==> src/fpc_regs.svh <==
`ifndef FPC_REGS_SVH
`define FPC_REGS_SVH

// ************************************************************
// Command opcodes
// ************************************************************
`define FPC_OP_WRITE_ENABLE_CMD      8'h06
`define FPC_OP_RD_STAT   8'h05
`define FPC_OP_RD_CFG    8'h2b
`define FPC_OP_PG_CFG    8'h2f
`define FPC_OP_RD_LOCK   8'ha7
`define FPC_OP_CLR_LOCK  8'ha6
`define FPC_OP_FREEZE    8'h91
`define FPC_OP_RD_PWD    8'he7
`define FPC_OP_PG_PWD    8'he8
`define FPC_OP_UNLOCK    8'he9
`define FPC_OP_GANG      8'h7e

// ************************************************************
// Frame lengths in bits
// ************************************************************
`define FPC_OPC_BITS     7'h08
`define FPC_CFG_END      7'h18
`define FPC_PWD_END      7'h48
`define FPC_RX_SAT       7'h7c
`define FPC_LEN_STAT     7'h08
`define FPC_LEN_CFG      7'h10
`define FPC_LEN_LOCK     7'h08
`define FPC_LEN_PWD      7'h40

// ************************************************************
// Field positions and reset values
// ************************************************************
`define FPC_CFG_PWDMODE  2
`define FPC_LOCK_BIT     0
`define FPC_FREEZE_BIT   7
`define FPC_STAT_BUSY    0
`define FPC_STAT_WEL     1
`define FPC_CFG_RST      16'hffff
`define FPC_LOCK_RST     8'h01
`define FPC_PWD_RST      64'hffff_ffff_ffff_ffff

// ************************************************************
// Timing
// ************************************************************
`define FPC_CLK_NS       40
`define FPC_GANG_US      70
`define FPC_PROG_US      10
`define FPC_GANG_CYC     ((`FPC_GANG_US * 1000) / `FPC_CLK_NS)
`define FPC_PROG_CYC     ((`FPC_PROG_US * 1000) / `FPC_CLK_NS)

`endif

==> src/fpc_pkg.sv <==
`default_nettype none

package fpc_pkg;

    typedef struct packed {
        logic       cs_n;
        logic       sck;
        logic [3:0] io;
    } fpc_pins_s;

    typedef struct packed {
        logic        ok;
        logic [6:0]  len;
        logic [63:0] stream;
    } fpc_tx_s;

    typedef enum logic {ST_IDLE, ST_BUSY} fpc_op_e;

    typedef enum logic [2:0] {ACT_NONE, ACT_CFG, ACT_CLR, ACT_FRZ, ACT_PWD, ACT_UNLOCK, ACT_GANG} fpc_act_e;

endpackage

`default_nettype wire

==> src/fpc_protect_cmd.sv <==
`timescale 1ns/10ps
`default_nettype none
`include "fpc_regs.svh"

// What this block does
// Config read: opcode in, 16 bits out.
// Config read repeats every 16 bits.
// Config program needs write enable latch.
// Config program needs exactly 16 data bits.
// Busy during program, then latch cleared.
// Lock read outputs 8 bits, repeating.
// Lock read answered only when idle.
// Lock clear zeroes lock bit, needs latch.
// Lock clear only after exactly 8 bits.
// Freeze sets lock bit 7, needs latch.
// Freeze only after exactly 8 bits.
// Password read: 64 bits, repeating.
// Password read ignored in password mode.
// Password program needs latch, no password mode.
// Password program needs exactly 64 bits.
// Unlock needs exactly 64 bits, busy meanwhile.
// Matching unlock sets lock bit, else ignored.
// Gang lock clears dynamic bits, needs latch.
// Gang lock only after exactly 8 bits.
// Gang lock busy for 70 microseconds.
// Host sets latch with write enable opcode.
// Quad mode moves four bits per clock.
// Latch-gated commands without latch change nothing.
// Status read works while busy.
module fpc_protect_cmd (
    // Clock and reset
    input  wire logic        clk_i,
    input  wire logic        resetn_i,
    // Serial link pins
    input  wire logic        cs_n_i,
    input  wire logic        sck_i,
    input  wire logic [3:0]  io_i,
    output var  logic [3:0]  io_o,
    output var  logic [3:0]  io_oe_n_o,
    // Command mode
    input  wire logic        quad_mode_i,
    // Protection state
    output var  logic        busy_o,
    output var  logic        wel_o,
    output var  logic [15:0] protection_config_o,
    output var  logic [7:0]  protection_lock_o,
    output var  logic        dyb_gang_lock_o
);
    import fpc_pkg::*;

    // ************************************************************
    // Helpers
    // ************************************************************
    function automatic logic [63:0] swap_bytes(input logic [63:0] v);
        logic [63:0] r;
        for (int i = 0; i < 8; i++) begin
            r[8*i +: 8] = v[56-8*i +: 8];
        end
        return r;
    endfunction

    function automatic fpc_tx_s tx_source(input logic [7:0] op, input logic bsy, input logic we,
                                          input logic [15:0] c, input logic [7:0] l, input logic [63:0] p);
        fpc_tx_s s;
        s = '0;
        case (op)
            `FPC_OP_RD_STAT: begin
                s.ok = 1'b1;
                s.len = `FPC_LEN_STAT;
                s.stream[56 + `FPC_STAT_BUSY] = bsy;
                s.stream[56 + `FPC_STAT_WEL] = we;
            end
            `FPC_OP_RD_CFG: begin
                s.ok = ~bsy;
                s.len = `FPC_LEN_CFG;
                s.stream = {c[7:0], c[15:8], 48'h0};
            end
            `FPC_OP_RD_LOCK: begin
                s.ok = ~bsy;
                s.len = `FPC_LEN_LOCK;
                s.stream = {l, 56'h0};
            end
            `FPC_OP_RD_PWD: begin
                s.ok = ~bsy & c[`FPC_CFG_PWDMODE];
                s.len = `FPC_LEN_PWD;
                s.stream = swap_bytes(p);
            end
            default: begin
                s.ok = 1'b0;
            end
        endcase
        return s;
    endfunction

    // ************************************************************
    // Declarations
    // ************************************************************
    fpc_pins_s   pins_raw;
    fpc_pins_s   pins;
    logic        sck_rise;
    logic        sck_fall;
    logic        cs_rise;
    logic [6:0]  step;
    logic [63:0] rx_shift;
    logic [6:0]  rx_inc;
    logic        opc_done;
    fpc_tx_s     rd_src;

    logic [6:0]  rx_cnt;
    logic [63:0] rx_data;
    logic [7:0]  opcode;
    logic        tx_active;
    logic [63:0] tx_stream;
    logic [6:0]  tx_cnt;
    logic [6:0]  tx_len;
    logic [3:0]  io_q;
    logic [3:0]  oe_n_q;
    logic [6:0]  next_rx_cnt;
    logic [63:0] next_rx_data;
    logic [7:0]  next_opcode;
    logic        next_tx_active;
    logic [63:0] next_tx_stream;
    logic [6:0]  next_tx_cnt;
    logic [6:0]  next_tx_len;
    logic [3:0]  next_io;
    logic [3:0]  next_oe_n;

    fpc_op_e     state;
    fpc_act_e    act;
    logic [10:0] timer;
    logic        write_enable_latch;
    logic [15:0] cfg;
    logic [7:0]  lock;
    logic [63:0] pwd;
    logic [63:0] op_data;
    logic        gang_q;
    logic [11:0] busy_len;
    fpc_op_e     next_state;
    fpc_act_e    next_act;
    logic [10:0] next_timer;
    logic        next_wel;
    logic [15:0] next_cfg;
    logic [7:0]  next_lock;
    logic [63:0] next_pwd;
    logic [63:0] next_op_data;
    logic        next_gang;
    logic [11:0] next_busy_len;

    logic        go;
    fpc_act_e    go_act;
    logic [10:0] go_time;
    logic [63:0] go_data;
    logic        busy;

    // ************************************************************
    // Link front end
    // ************************************************************
    assign pins_raw.cs_n = cs_n_i;
    assign pins_raw.sck  = sck_i;
    assign pins_raw.io   = io_i;

    fpc_pin_sync u_sync (
        .clk_i      (clk_i),
        .resetn_i   (resetn_i),
        .pins_i     (pins_raw),
        .pins_o     (pins),
        .sck_rise_o (sck_rise),
        .sck_fall_o (sck_fall),
        .cs_rise_o  (cs_rise)
    );

    assign step     = quad_mode_i ? 7'h4 : 7'h1;
    assign rx_shift = quad_mode_i ? {rx_data[59:0], pins.io} : {rx_data[62:0], pins.io[0]};
    assign rx_inc   = rx_cnt + step;
    assign opc_done = sck_rise && (rx_cnt < `FPC_OPC_BITS) && (rx_inc == `FPC_OPC_BITS);
    assign rd_src   = tx_source(opc_done ? rx_shift[7:0] : opcode, busy, write_enable_latch, cfg, lock, pwd);

    // Input is sampled on rising edges, output changes on falling edges.
    always_comb begin
        next_rx_cnt    = rx_cnt;
        next_rx_data   = rx_data;
        next_opcode    = opcode;
        next_tx_active = tx_active;
        next_tx_stream = tx_stream;
        next_tx_cnt    = tx_cnt;
        next_tx_len    = tx_len;
        next_io        = io_q;
        next_oe_n      = oe_n_q;
        if (pins.cs_n) begin
            next_rx_cnt    = 7'h0;
            next_tx_active = 1'b0;
            next_oe_n      = 4'hf;
        end else begin
            if (sck_rise) begin
                next_rx_data = rx_shift;
                if (rx_cnt < `FPC_RX_SAT) begin
                    next_rx_cnt = rx_inc;
                end
                if (opc_done) begin
                    next_opcode    = rx_shift[7:0];
                    next_tx_active = rd_src.ok;
                    next_tx_stream = rd_src.stream;
                    next_tx_len    = rd_src.len;
                    next_tx_cnt    = 7'h0;
                end
            end
            if (sck_fall && tx_active) begin
                next_io   = quad_mode_i ? tx_stream[63:60] : {2'h0, tx_stream[63], 1'b0};
                next_oe_n = quad_mode_i ? 4'h0 : 4'hd;
                if (7'(tx_cnt + step) == tx_len) begin
                    next_tx_stream = rd_src.stream;
                    next_tx_cnt    = 7'h0;
                end else begin
                    next_tx_stream = quad_mode_i ? {tx_stream[59:0], 4'h0} : {tx_stream[62:0], 1'b0};
                    next_tx_cnt    = 7'(tx_cnt + step);
                end
            end
        end
    end

    always_ff @(posedge clk_i or negedge resetn_i) begin
        if (!resetn_i) begin
            rx_cnt    <= 7'h0;
            rx_data   <= 64'h0;
            opcode    <= 8'h0;
            tx_active <= 1'b0;
            tx_stream <= 64'h0;
            tx_cnt    <= 7'h0;
            tx_len    <= 7'h0;
            io_q      <= 4'h0;
            oe_n_q    <= 4'hf;
        end else begin
            rx_cnt    <= next_rx_cnt;
            rx_data   <= next_rx_data;
            opcode    <= next_opcode;
            tx_active <= next_tx_active;
            tx_stream <= next_tx_stream;
            tx_cnt    <= next_tx_cnt;
            tx_len    <= next_tx_len;
            io_q      <= next_io;
            oe_n_q    <= next_oe_n;
        end
    end

    // ************************************************************
    // Command decode at chip select release
    // ************************************************************
    // The opcode register may be stale on a short frame, so every check also needs an exact bit count.
    always_comb begin
        go      = 1'b0;
        go_act  = ACT_NONE;
        go_time = 11'(`FPC_PROG_CYC - 1);
        go_data = swap_bytes(rx_data);
        if (cs_rise && state == ST_IDLE) begin
            case (opcode)
                `FPC_OP_PG_CFG: begin
                    go      = write_enable_latch && rx_cnt == `FPC_CFG_END;
                    go_act  = ACT_CFG;
                    go_data = {48'h0, rx_data[7:0], rx_data[15:8]};
                end
                `FPC_OP_CLR_LOCK: begin
                    go     = write_enable_latch && rx_cnt == `FPC_OPC_BITS;
                    go_act = ACT_CLR;
                end
                `FPC_OP_FREEZE: begin
                    go     = write_enable_latch && rx_cnt == `FPC_OPC_BITS;
                    go_act = ACT_FRZ;
                end
                `FPC_OP_PG_PWD: begin
                    go     = write_enable_latch && cfg[`FPC_CFG_PWDMODE] && rx_cnt == `FPC_PWD_END;
                    go_act = ACT_PWD;
                end
                `FPC_OP_UNLOCK: begin
                    go     = rx_cnt == `FPC_PWD_END;
                    go_act = ACT_UNLOCK;
                end
                `FPC_OP_GANG: begin
                    go      = write_enable_latch && rx_cnt == `FPC_OPC_BITS;
                    go_act  = ACT_GANG;
                    go_time = 11'(`FPC_GANG_CYC - 1);
                end
                default: begin
                    go = 1'b0;
                end
            endcase
        end
    end

    // ************************************************************
    // Self-timed operations
    // ************************************************************
    // Config and password programming can only clear bits, as in the cell array, so a zero there never returns to one.
    always_comb begin
        next_state    = state;
        next_act      = act;
        next_timer    = timer;
        next_wel      = write_enable_latch;
        next_cfg      = cfg;
        next_lock     = lock;
        next_pwd      = pwd;
        next_op_data  = op_data;
        next_gang     = 1'b0;
        next_busy_len = busy ? 12'(busy_len + 12'h1) : 12'h0;
        case (state)
            ST_IDLE: begin
                if (go) begin
                    next_state   = ST_BUSY;
                    next_act     = go_act;
                    next_timer   = go_time;
                    next_op_data = go_data;
                end else if (cs_rise && opcode == `FPC_OP_WRITE_ENABLE_CMD && rx_cnt == `FPC_OPC_BITS) begin
                    next_wel = 1'b1;
                end
            end
            ST_BUSY: begin
                if (timer != 11'h0) begin
                    next_timer = timer - 11'h1;
                end else begin
                    next_state = ST_IDLE;
                    if (act != ACT_UNLOCK) begin
                        next_wel = 1'b0;
                    end
                    case (act)
                        ACT_CFG:    next_cfg = cfg & op_data[15:0];
                        ACT_CLR:    next_lock[`FPC_LOCK_BIT] = 1'b0;
                        ACT_FRZ:    next_lock[`FPC_FREEZE_BIT] = 1'b1;
                        ACT_PWD:    next_pwd = pwd & op_data;
                        ACT_UNLOCK: next_lock[`FPC_LOCK_BIT] = lock[`FPC_LOCK_BIT] | (op_data == pwd);
                        ACT_GANG:   next_gang = 1'b1;
                        default:    next_gang = 1'b0;
                    endcase
                end
            end
            default: begin
                next_state = ST_IDLE;
            end
        endcase
    end

    always_ff @(posedge clk_i or negedge resetn_i) begin
        if (!resetn_i) begin
            state    <= ST_IDLE;
            act      <= ACT_NONE;
            timer    <= 11'h0;
            write_enable_latch      <= 1'b0;
            cfg      <= `FPC_CFG_RST;
            lock     <= `FPC_LOCK_RST;
            pwd      <= `FPC_PWD_RST;
            op_data  <= 64'h0;
            gang_q   <= 1'b0;
            busy_len <= 12'h0;
        end else begin
            state    <= next_state;
            act      <= next_act;
            timer    <= next_timer;
            write_enable_latch      <= next_wel;
            cfg      <= next_cfg;
            lock     <= next_lock;
            pwd      <= next_pwd;
            op_data  <= next_op_data;
            gang_q   <= next_gang;
            busy_len <= next_busy_len;
        end
    end

    assign busy                = state == ST_BUSY;
    assign busy_o              = busy;
    assign wel_o               = write_enable_latch;
    assign protection_config_o = cfg;
    assign protection_lock_o   = lock;
    assign dyb_gang_lock_o     = gang_q;
    assign io_o                = io_q;
    assign io_oe_n_o           = oe_n_q;

    // ************************************************************
    // Checks
    // ************************************************************
    property p_start_busy;
        @(posedge clk_i) disable iff (!resetn_i) go |=> busy ##1 busy;
    endproperty
    a_start_busy: assert property (p_start_busy) else $error("Operation did not hold busy");

    property p_wel_clear;
        @(posedge clk_i) disable iff (!resetn_i) $fell(busy) && act != ACT_UNLOCK |-> !write_enable_latch;
    endproperty
    a_wel_clear: assert property (p_wel_clear) else $error("Latch not cleared at completion");

    property p_no_latch;
        @(posedge clk_i) disable iff (!resetn_i)
            cs_rise && !busy && !write_enable_latch && opcode != `FPC_OP_UNLOCK |=> !busy;
    endproperty
    a_no_latch: assert property (p_no_latch) else $error("Command ran without latch");

    property p_cfg_len;
        @(posedge clk_i) disable iff (!resetn_i)
            cs_rise && !busy && opcode == `FPC_OP_PG_CFG && rx_cnt != `FPC_CFG_END |=> !busy;
    endproperty
    a_cfg_len: assert property (p_cfg_len) else $error("Config program ran on bad length");

    property p_pwd_hidden;
        @(posedge clk_i) disable iff (!resetn_i)
            opc_done && rx_shift[7:0] == `FPC_OP_RD_PWD && !cfg[`FPC_CFG_PWDMODE] |=> !tx_active;
    endproperty
    a_pwd_hidden: assert property (p_pwd_hidden) else $error("Password read in password mode");

    property p_lock_busy;
        @(posedge clk_i) disable iff (!resetn_i)
            opc_done && rx_shift[7:0] == `FPC_OP_RD_LOCK |=> tx_active == !$past(busy);
    endproperty
    a_lock_busy: assert property (p_lock_busy) else $error("Lock read answer wrong for busy");

    property p_clear_lock;
        @(posedge clk_i) disable iff (!resetn_i) $fell(busy) && act == ACT_CLR |-> !lock[`FPC_LOCK_BIT];
    endproperty
    a_clear_lock: assert property (p_clear_lock) else $error("Lock bit not cleared");

    property p_freeze;
        @(posedge clk_i) disable iff (!resetn_i) $fell(busy) && act == ACT_FRZ |-> lock[`FPC_FREEZE_BIT];
    endproperty
    a_freeze: assert property (p_freeze) else $error("Freeze bit not set");

    property p_unlock;
        @(posedge clk_i) disable iff (!resetn_i)
            $fell(busy) && act == ACT_UNLOCK && op_data == pwd |-> lock[`FPC_LOCK_BIT];
    endproperty
    a_unlock: assert property (p_unlock) else $error("Matching unlock left lock bit clear");

    property p_gang_time;
        @(posedge clk_i) disable iff (!resetn_i)
            $fell(busy) && act == ACT_GANG |-> busy_len == 12'(`FPC_GANG_CYC) && dyb_gang_lock_o;
    endproperty
    a_gang_time: assert property (p_gang_time) else $error("Gang lock timing wrong");

    property p_drive_in_frame;
        @(posedge clk_i) disable iff (!resetn_i) io_oe_n_o != 4'hf |-> $past(pins.cs_n) == 1'b0;
    endproperty
    a_drive_in_frame: assert property (p_drive_in_frame) else $error("Pins driven outside a frame");

endmodule

`default_nettype wire

==> src/fpc_pin_sync.sv <==
`timescale 1ns/10ps
`default_nettype none

module fpc_pin_sync (
    // Clock and reset
    input  wire logic               clk_i,
    input  wire logic               resetn_i,
    // Raw pins
    input  wire fpc_pkg::fpc_pins_s pins_i,
    // Clean pins and edges
    output var  fpc_pkg::fpc_pins_s pins_o,
    output var  logic               sck_rise_o,
    output var  logic               sck_fall_o,
    output var  logic               cs_rise_o
);
    import fpc_pkg::*;

    localparam fpc_pins_s PINS_IDLE = '{cs_n: 1'b1, sck: 1'b0, io: 4'h0};

    fpc_pins_s meta;
    fpc_pins_s sync;
    fpc_pins_s prev;
    fpc_pins_s next_meta;
    fpc_pins_s next_sync;
    fpc_pins_s next_prev;

    // Edges are taken between the second and third stage, so the first stage feeds only the second.
    always_comb begin
        next_meta = pins_i;
        next_sync = meta;
        next_prev = sync;
    end

    always_ff @(posedge clk_i or negedge resetn_i) begin
        if (!resetn_i) begin
            meta <= PINS_IDLE;
            sync <= PINS_IDLE;
            prev <= PINS_IDLE;
        end else begin
            meta <= next_meta;
            sync <= next_sync;
            prev <= next_prev;
        end
    end

    assign pins_o     = sync;
    assign sck_rise_o = sync.sck & ~prev.sck;
    assign sck_fall_o = ~sync.sck & prev.sck;
    assign cs_rise_o  = sync.cs_n & ~prev.cs_n;

endmodule

`default_nettype wire

==> config.mk <==
export PLATFORM = sky130hd
export DESIGN_NAME = fpc_protect_cmd
export DESIGN_NICKNAME = d
export VERILOG_FILES = /design/src/fpc_pkg.sv /design/src/fpc_protect_cmd.sv /design/src/fpc_pin_sync.sv
export VERILOG_INCLUDE_DIRS = /design/src
export SDC_FILE = /design/constraint.sdc
export NUM_CORES = 1
export LEC_CHECK = 0
export ABC_AREA = 0
export BUFFER_PORTS_ARGS = -buffer_cell sky130_fd_sc_hd__buf_2
export CAP_MARGIN = 20
export CORE_MARGIN = 2
export CORE_UTILIZATION = 63
export DETAILED_ROUTE_END_ITERATION = 12
export GPL_TIMING_DRIVEN = 0
export PLACE_DENSITY = 0.87
export SLEW_MARGIN = 15
export SYNTH_ARGS = -nofsm -noshare
export SYNTH_HDL_FRONTEND = slang
export SYNTH_SLANG_ARGS = --single-unit
==> constraint.sdc <==
create_clock -name clk_i -period 3 [get_ports clk_i]
set_input_delay 0.6 -clock clk_i [delete_from_list [all_inputs] [get_ports clk_i]]
set_output_delay 0.6 -clock clk_i [all_outputs]
set_load 0.005 [all_outputs]
==> results of run 1 <==
cells by family (layout without fill, tap and decap cells):
| logic type | Yosys count | count (layout) | synth area share, % |
|---|---|---|---|
| AND/OR/NAND/NOR | 592 | 592 | 16.5 |
| flip-flops | 337 | 337 | 50.3 |
| multiplexers | 216 | 216 | 13.4 |
| buffers and inverters | 130 | 243 | 3.47 |
| other | 1 | 6 | 0.0221 |
| adder cells (fa/ha/maj) | 71 | 71 | 5.23 |
| AO/OA/AOI/OAI | 271 | 271 | 10.6 |
| XOR/XNOR | 10 | 10 | 0.516 |
state kept, by name, indices dropped and copies added (netlist names), 7 cells and up:
name	count
tx_stream	64
protection_config_o	16
rx_cnt	7
tx_cnt	7
timer	11
opcode	8
pwd	64
rx_data	64
op_data	64
layout make-up:
cell class	count	area share, %
Clock inverter	9	0.633
Buffer	115	3.62
Clock buffer	55	5.81
Tap cell	341	2.20
Multi-Input combinational cell	1166	41.4
Sequential cell	337	44.1
Inverter	13	0.265
Timing Repair Buffer	51	1.96
how the worst max path moves through the flow:
stage,start,end
after detailed placement,quad_mode_i,tx_stream[57]
after floorplan,quad_mode_i,tx_stream[2]
after CTS,quad_mode_i,tx_stream[57]
after global placement,resetn_i,tx_stream[29]
after global routing,busy_o,op_data[8]
final,quad_mode_i,tx_stream[57]
synthesized netlist by cell type, drive strengths merged, types with 16 or more instances:
library cell / number
o211ai: 46
nand2: 246
nand3: 68
dfrtp: 251
mux2: 84
dfstp: 86
mux2i: 132
a21oi: 97
ha: 71
o21ai: 20
clkbuf: 63
nor2: 124
buf: 54
o21a: 16
nor4: 22
or4: 47
power by group through the flow:
| stage | clock (mW) | sequential (mW) | combinational [mW] |
|---|---|---|---|
| 2_1_floorplan | 0 | 4.86 | 0.375 |
| 3_3_place_gp | 0 | 4.94 | 0.537 |
| 3_5_place_dp | 0 | 4.94 | 0.575 |
| 4_1_cts | 4.67 | 4.87 | 0.579 |
| 5_1_grt | 4.87 | 4.88 | 0.660 |
| 6_report | 4.66 | 4.88 | 0.590 |
repair_timing:
item | in CTS | in global routing
buffers inserted | 7 | 3
cloned | 0 | 1
gates resized for setup | 17 | 11
setup endpoints to repair | 134 | 150
pin swaps | 5 | 5
metal layers:
layer	wire [um]	share of wire [%]	track usage [%]	vias to the layer above
li1	-	-	-	6056
met1	19100	41	45.9	6876
met2	21900	47	53.5	734
met3	3790	8.1	4.44	136
met4	1770	3.8	12.5	0
met5	0	0	0	-
critical path: stages:
cell and delay (ps):
buf_4 170, buf_12 170, buf_16 140, inv_4 60, ha_2 220, ha_4 210
nor4_1 170, and3_2 280, and2_1 150, clkbuf_8 150, clkbuf_8 170, mux2i_1 80
a222oi_1 500, a211oi_1 180
==> results.env, run 1 <==
POWER.SHARE.SWITCHING_PCT=23.4
GLOBAL_ROUTE_WIRE_LENGTH_BEFORE_REPAIR_UM=73500
SYN_AREA_MM2=0.0170
LAYOUT_COMMON_CELLS='251 x dfrtp_1, 244 x nand2_1, 131 x mux2i_1'
FINAL_CORE_UTIL_PCT=72.5
REG2REG_SETUP_SLACK_PS=120
WORST-PATH-MAX-FANOUT=11
FLOORPLAN.DIE.WIDTH_UM=168
TRACK_USAGE_PCT=33.0
SYNTH_EDF_COUNT=0
POWER_FRAC_SEQ_PCT=48.2
SYNTH_TOP_AREA_CELL='dfrtp_1'
FINAL_NETS=1800
PLACE.PORT_BUFFERS=37
DRT.ANTENNA.VIOLATING_NETS=0
HTREE_NUM_LEVELS=2
CLOCK_PATH_BUFFERS=3
INTERNAL_POWER_mW=7.75
HOLD_SLACK_PS=55.5
FINAL_LAYOUT_SIZE_SUFFIX_GT1_SHARE_PCT=21.9
GRT_SETUP_UNREPAIRED='no'
SHARE_OF_SYNTHESIZED_AREA_OCCUPIED_BY_FLIP_FLOPS_AND_LATCHES_PCT=50.3
FINAL_CYCLE_UTILIZATION_OF_THE_CRITICAL_PATH_PCT=96.5
LAYOUT_SETUP_WS_PS=105
AVGSYNTHCELLAREA_UM2=10.4
NET-SWITCHING-POWER_mW=2.37
VDD_IR_DROP_MAX_uV=315
CLOCKROOTBUFFER='clkbuf_16'
OUTCOME='complete, no violations'
GLOBAL_ROUTE.OVERFLOW_TOTAL=0
FINALWORSTPATHREQUIREDPERIOD_PS=2890
LAYOUT.CELLS.MOST_COMMON='dfrtp_1'
SYNTH_TOP_FLOP_CELL='dfrtp_1'
DIEAREA_MM2=0.0283
LAYOUT-AREA-OVERHEAD-VS-SYNTH_PCT=14.1
DETAIL_ROUTE.WL_PER_CELL_UM=22.3
LAYOUT.AREA.SEQ_MM2=0.00854
DRTITER0DRC=1725
FINAL_CELL_AREA_MM2=0.0194
NUMBER_OF_GLOBAL_ROUTE_VIAS_BEFORE_REPAIR=13500
CLOCK_SKEW_PS=10.2
VIAS=13800
WORST-SLEW-PIN-TRANSITION_PS=800
CRITPATHCAPTURETYPE='flop'
CRIT_ARRIVAL_PS=3260
FINALMAXSLEWVIOLATIONS=0
ROUTER_ITERATIONS_BEFORE_ANTENNA_REPAIR=6
SETUP.WORST_PATH.START_CLASS='input pin'
MAX_FREQ_MHz=345
MAX_SLEW_MARGIN_PCT=46.6
NETLIST-CELL-TYPE-COUNT=73
PATH_CLK_SLEW_PS=60
SYN_INST=1628
PRECTSSETUPSLACK_PS=-965
PATH_CLASS='in2reg'
VIA_PER_INST=6.61
I_O_PIN_CNT=44
YS_FF_LATCH=337
REG2REG_FROM='busy_o'
FINAL-SETUP-VIOL-COUNT=0
COMBINATIONALPOWERSHARE_PCT=5.8
ANTENNA-DIODE-COUNT=0
PLACED_INSTS=2014
TIMING.HOLD.WORST.CLASS='in2async'
TERMINUS_OF_THE_CRITICAL_FLOP_TO_FLOP_PATH='op_data[8]'
MAX_CAP_VIOL_COUNT=0
SETUP_TNS_PS=0
MULTI_INPUT_AREA_MM2=0.00802
SYNTH_LARGEST_TYPE_AREA_FRACTION_PCT=37.0
FILLERS=1749
YOSYS_WARNINGS=0
TIMING.REG2REG.WORST_PATH_DEPTH=10
CP.REQUIRED_PS=3360
POST_DP_CELL_AREA_MM2=0.0180
ASYNC_FLOP_SHARE_PCT=100
FP.DIEH_UM=168
MAXIMUM_NUMBER_OF_PINS_ON_ONE_NET_BEFORE_GLOBAL_ROUTE_REPAIR=92
HPWLAFTERDP_UM=32000
FLOORPLAN.INITIALDENSITY_PCT=63.5
P_TOTAL_mW=10.1
PWR-SHARE-CLK_PCT=46.0
CLKSINKCOUNT=337
FLOORPLAN.ROWS=60
ANTENNA_FOUND_INITIAL=0
FINAL_WIRELENGTH_UM=46500
FINAL_HOLD_VIOL_COUNT=0
FP.COREAREA_MM2=0.0267
WORSTSKEWPAIRLATENCY_PS=510
HOLDBUFCOUNTCTS=0
CTS-BUFFERS-INSERTED=36
POWER_PER_CELL_AREA_mW_PER_MM2=522
SYNTH_AREA_LEADERS='dfrtp_1 37%, dfstp_2 13%, mux2i_1 7.8%, mux2_2 5.6%, nand2_1 5.4%'
TOTAL_LEAKAGE_POWER_nW=8.81
DETAIL_ROUTE.DRC_VIOLATIONS=0
WEIGHTED_CONGESTION_AT_THE_END_OF_ROUTABILITY_DRIVEN_GLOBAL_PLACEMENT=0.984
FINAL_CELL_COUNT_NO_FILL=2087
CTS_TREE='built'
Power figures use the tool's default switching activity.
==> inputs of run 2 (changes only) <==
Settings changed: REMOVE_ABC_BUFFERS from default to 1.
==> results.env, run 2 (synthesized netlist as in run 1, its figures left out) <==
FILLERS=1631  # was 1749
PRECTSSETUPSLACK_PS=-1560  # was -965 ps
GLOBAL_ROUTE_WIRE_LENGTH_BEFORE_REPAIR_UM=74800  # was 73500 um
FINAL_CELL_COUNT_NO_FILL=2014  # was 2087
FLOORPLAN.INITIALDENSITY_PCT=63.5  # unchanged
TRACK_USAGE_PCT=33.4  # was 33.0%
REG2REG_SETUP_SLACK_PS=5  # was 120 ps
FINAL_NETS=1726  # was 1800
WORSTSKEWPAIRLATENCY_PS=540  # was 510 ps
ANTENNA_FOUND_INITIAL=3  # was 0
DRTITER0DRC=1881  # was 1725
CLKSINKCOUNT=337  # unchanged
I_O_PIN_CNT=44  # unchanged
CTS-BUFFERS-INSERTED=35  # was 36
LAYOUT_SETUP_WS_PS=5.30  # was 105 ps
CP_COMMON_CELL='buf_4'  # was clkbuf_8
POWER.SHARE.SWITCHING_PCT=24.8  # was 23.4%
FINAL_CORE_UTIL_PCT=72.2  # was 72.5%
LAYOUT.AREA.SEQ_MM2=0.00854  # about the same
PATH_CLASS='reg2reg'  # was in2reg
MAX_SLEW_MARGIN_PCT=45.9  # was 46.6%
LAYOUT.CELLS.MOST_COMMON='dfrtp_1'  # unchanged
NET-SWITCHING-POWER_mW=2.48  # was 2.37 mW
CP.REQUIRED_PS=3400  # was 3360 ps
CRIT_ARRIVAL_PS=3390  # was 3260 ps
TIMING.HOLD.WORST.CLASS='in2async'  # unchanged
HPWLAFTERDP_UM=27400  # was 32000 um
NUMBER_OF_GLOBAL_ROUTE_VIAS_BEFORE_REPAIR=13600  # was 13500
ANTENNA-DIODE-COUNT=0  # unchanged
PLACED_INSTS=1913  # was 2014
SETUP.WORST_PATH.START_CLASS='flop'  # was input pin
CLOCK_PATH_BUFFERS=3  # unchanged
GLOBAL_ROUTE.OVERFLOW_TOTAL=0  # unchanged
POWER_FRAC_SEQ_PCT=49.2  # was 48.2%
VIA_PER_INST=6.99  # was 6.61
FINAL_HOLD_VIOL_COUNT=0  # unchanged
DIEAREA_MM2=0.0283  # unchanged
WORST-PATH-MAX-FANOUT=3  # was 11
CRITICAL_PATH_BUFFER_AND_INVERTER_COUNT=3  # was 6
CTS_TREE='built'  # unchanged
WORST-SLEW-PIN-TRANSITION_PS=809  # was 800 ps
VDD_IR_DROP_MAX_uV=364  # was 315 uV
LAYOUT-AREA-OVERHEAD-VS-SYNTH_PCT=13.7  # was 14.1%
CRITPATHCAPTURETYPE='flop'  # unchanged
LAYOUT_COMMON_CELLS='251 x dfrtp_1, 244 x nand2_1, 131 x mux2i_1'  # unchanged
CRITICAL-PATH-MAX-STAGE-DELAY_PS=450  # was 500 ps
MULTI_INPUT_AREA_MM2=0.00821  # was 0.00802 mm2
PLACE.PORT_BUFFERS=37  # unchanged
MAX_CAP_VIOL_COUNT=0  # unchanged
INTERNAL_POWER_mW=7.49  # was 7.75 mW
FP.COREAREA_MM2=0.0267  # unchanged
DETAIL_ROUTE.DRC_VIOLATIONS=0  # unchanged
CLOCKROOTBUFFER='clkbuf_16'  # unchanged
VIAS=14100  # was 13800
WORSTPATHCELLLIST='ha_1 -> ha_1 -> a21oi_1 -> or3_1 -> a2111oi_4 -> buf_4 -> o211ai_1 -> buf_4 -> buf_4 -> a31oi_1 -> o22ai_1'  # was buf_4 -> buf_12 -> buf_16 -> inv_4 -> ha_2 -> ha_4 -> nor4_1 -> and3_2 -> and2_1 -> clkbuf_8 -> clkbuf_8 -> mux2i_1 -> a222oi_1 -> a211oi_1
FP.DIEH_UM=168  # unchanged
FINALMAXSLEWVIOLATIONS=0  # unchanged
MAX_FREQ_MHz=334  # was 345 MHz
TOTAL_LEAKAGE_POWER_nW=8.74  # was 8.81 nW
HTREE_NUM_LEVELS=2  # unchanged
FLOORPLAN.DIE.WIDTH_UM=168  # unchanged
OUTCOME='complete, no violations'  # unchanged
DRT.ANTENNA.VIOLATING_NETS=0  # unchanged
PATH_CLK_SLEW_PS=60  # about the same
PWR-SHARE-CLK_PCT=44.8  # was 46.0%
MAXIMUM_NUMBER_OF_PINS_ON_ONE_NET_BEFORE_GLOBAL_ROUTE_REPAIR=83  # was 92
PATH_DELAY_FAMILY='compound AO/OA/AOI/OAI gates'  # was buffers and inverters
ROUTER_ITERATIONS_BEFORE_ANTENNA_REPAIR=8  # was 6
FINALWORSTPATHREQUIREDPERIOD_PS=2990  # was 2890 ps
FINAL_CELL_AREA_MM2=0.0193  # was 0.0194 mm2
SLOWEST_STAGE='or3_1'  # was a222oi_1
FINAL_WIRELENGTH_UM=49500  # was 46500 um
FLOORPLAN.ROWS=60  # unchanged
FINAL_LAYOUT_SIZE_SUFFIX_GT1_SHARE_PCT=21.5  # was 21.9%
FINAL-SETUP-VIOL-COUNT=0  # unchanged
POST_DP_CELL_AREA_MM2=0.0176  # was 0.0180 mm2
FINAL_CYCLE_UTILIZATION_OF_THE_CRITICAL_PATH_PCT=99.8  # was 96.5%
DETAIL_ROUTE.WL_PER_CELL_UM=24.6  # was 22.3 um
COMBINATIONALPOWERSHARE_PCT=6.0  # was 5.8%
POWER_PER_CELL_AREA_mW_PER_MM2=516  # was 522 mW/mm2
WEIGHTED_CONGESTION_AT_THE_END_OF_ROUTABILITY_DRIVEN_GLOBAL_PLACEMENT=0.881  # was 0.984
CLOCK_SKEW_PS=21.1  # was 10.2 ps
SETUP_TNS_PS=0  # unchanged
-- run 2: changes by cell type in the layout (fill, tap and decap cells not counted), moves of 5 or more --
cell	change
buf_1	-5
buf_12	+6
buf_16	+6
buf_2	-25
clkbuf_1	-40
clkbuf_2	-10
clkbuf_8	-11
-- run 2: final cells by class --
class	count	area share [%]
Multi-Input combinational cell	1173	42.5
Clock inverter	12	0.758
Inverter	13	0.253
Timing Repair Buffer	86	4.83
Clock buffer	52	5.18
Tap cell	341	2.21
Sequential cell	337	44.3
-- run 2: repair_timing --
action / CTS / global route
endpoints found under the setup margin: 155 / 73
hold endpoints to repair: 0 / 0
hold buffers: 0 / 0
cloned: 7 / 3
pin swaps: 8 / 10
buffers inserted: 5 / 21
gates resized for setup: 27 / 13
-- run 2: metal layers --
| layer | up-vias | wire [um] | GRT usage [%] |
|---|---|---|---|
| met1 | 6854 | 17800 | 43.7 |
| met4 | 2 | 3160 | 17.1 |
| li1 | 5919 | - | - |
| met3 | 271 | 5270 | 5.78 |
| met5 | - | 12 | 0 |
| met2 | 1029 | 23300 | 54.2 |
-- run 2: worst paths after layout --
kind                       cells past startpoint            from                to
min in group clk_i                             1          cs_n_i    u_sync.meta[5]
max reg2reg                                   11       tx_cnt[0]         tx_cnt[6]
max in group asynchronous                      4        resetn_i           pwd[59]
min                                            1        resetn_i       rx_data[40]
min reg2reg                                    0  u_sync.meta[2]  u_sync.pins_o[2]
max                                           11       tx_cnt[0]         tx_cnt[6]
-- run 2: power groups by stage --
stage	combinational (mW)	sequential, mW	clock, mW
floorplan	0.287	4.88	0
global placement	0.478	4.96	0
detailed placement	0.524	4.95	0
CTS	0.561	4.88	4.42
global route	0.656	4.91	4.65
finish	0.596	4.91	4.46
-- run 2: stage by stage --
stage | hold slack (ps) | power (mW)
after floorplan | 304 | 5.17
after global placement | 332 | 5.43
after detailed placement | 336 | 5.48
after CTS | 54.1 | 9.86
after global routing | 60.9 | 10.2
final | 3.23 | 9.96
-- run 2: worst reg2reg max path, stage by stage, from the launching register on --
cell       delay, ps
dfrtp_1          370
ha_1             230
ha_1             240
a21oi_1           90
or3_1            450
a2111oi_4        430
buf_4            230
o211ai_1         110
buf_4            220
buf_4            150
a31oi_1          220
o22ai_1          130
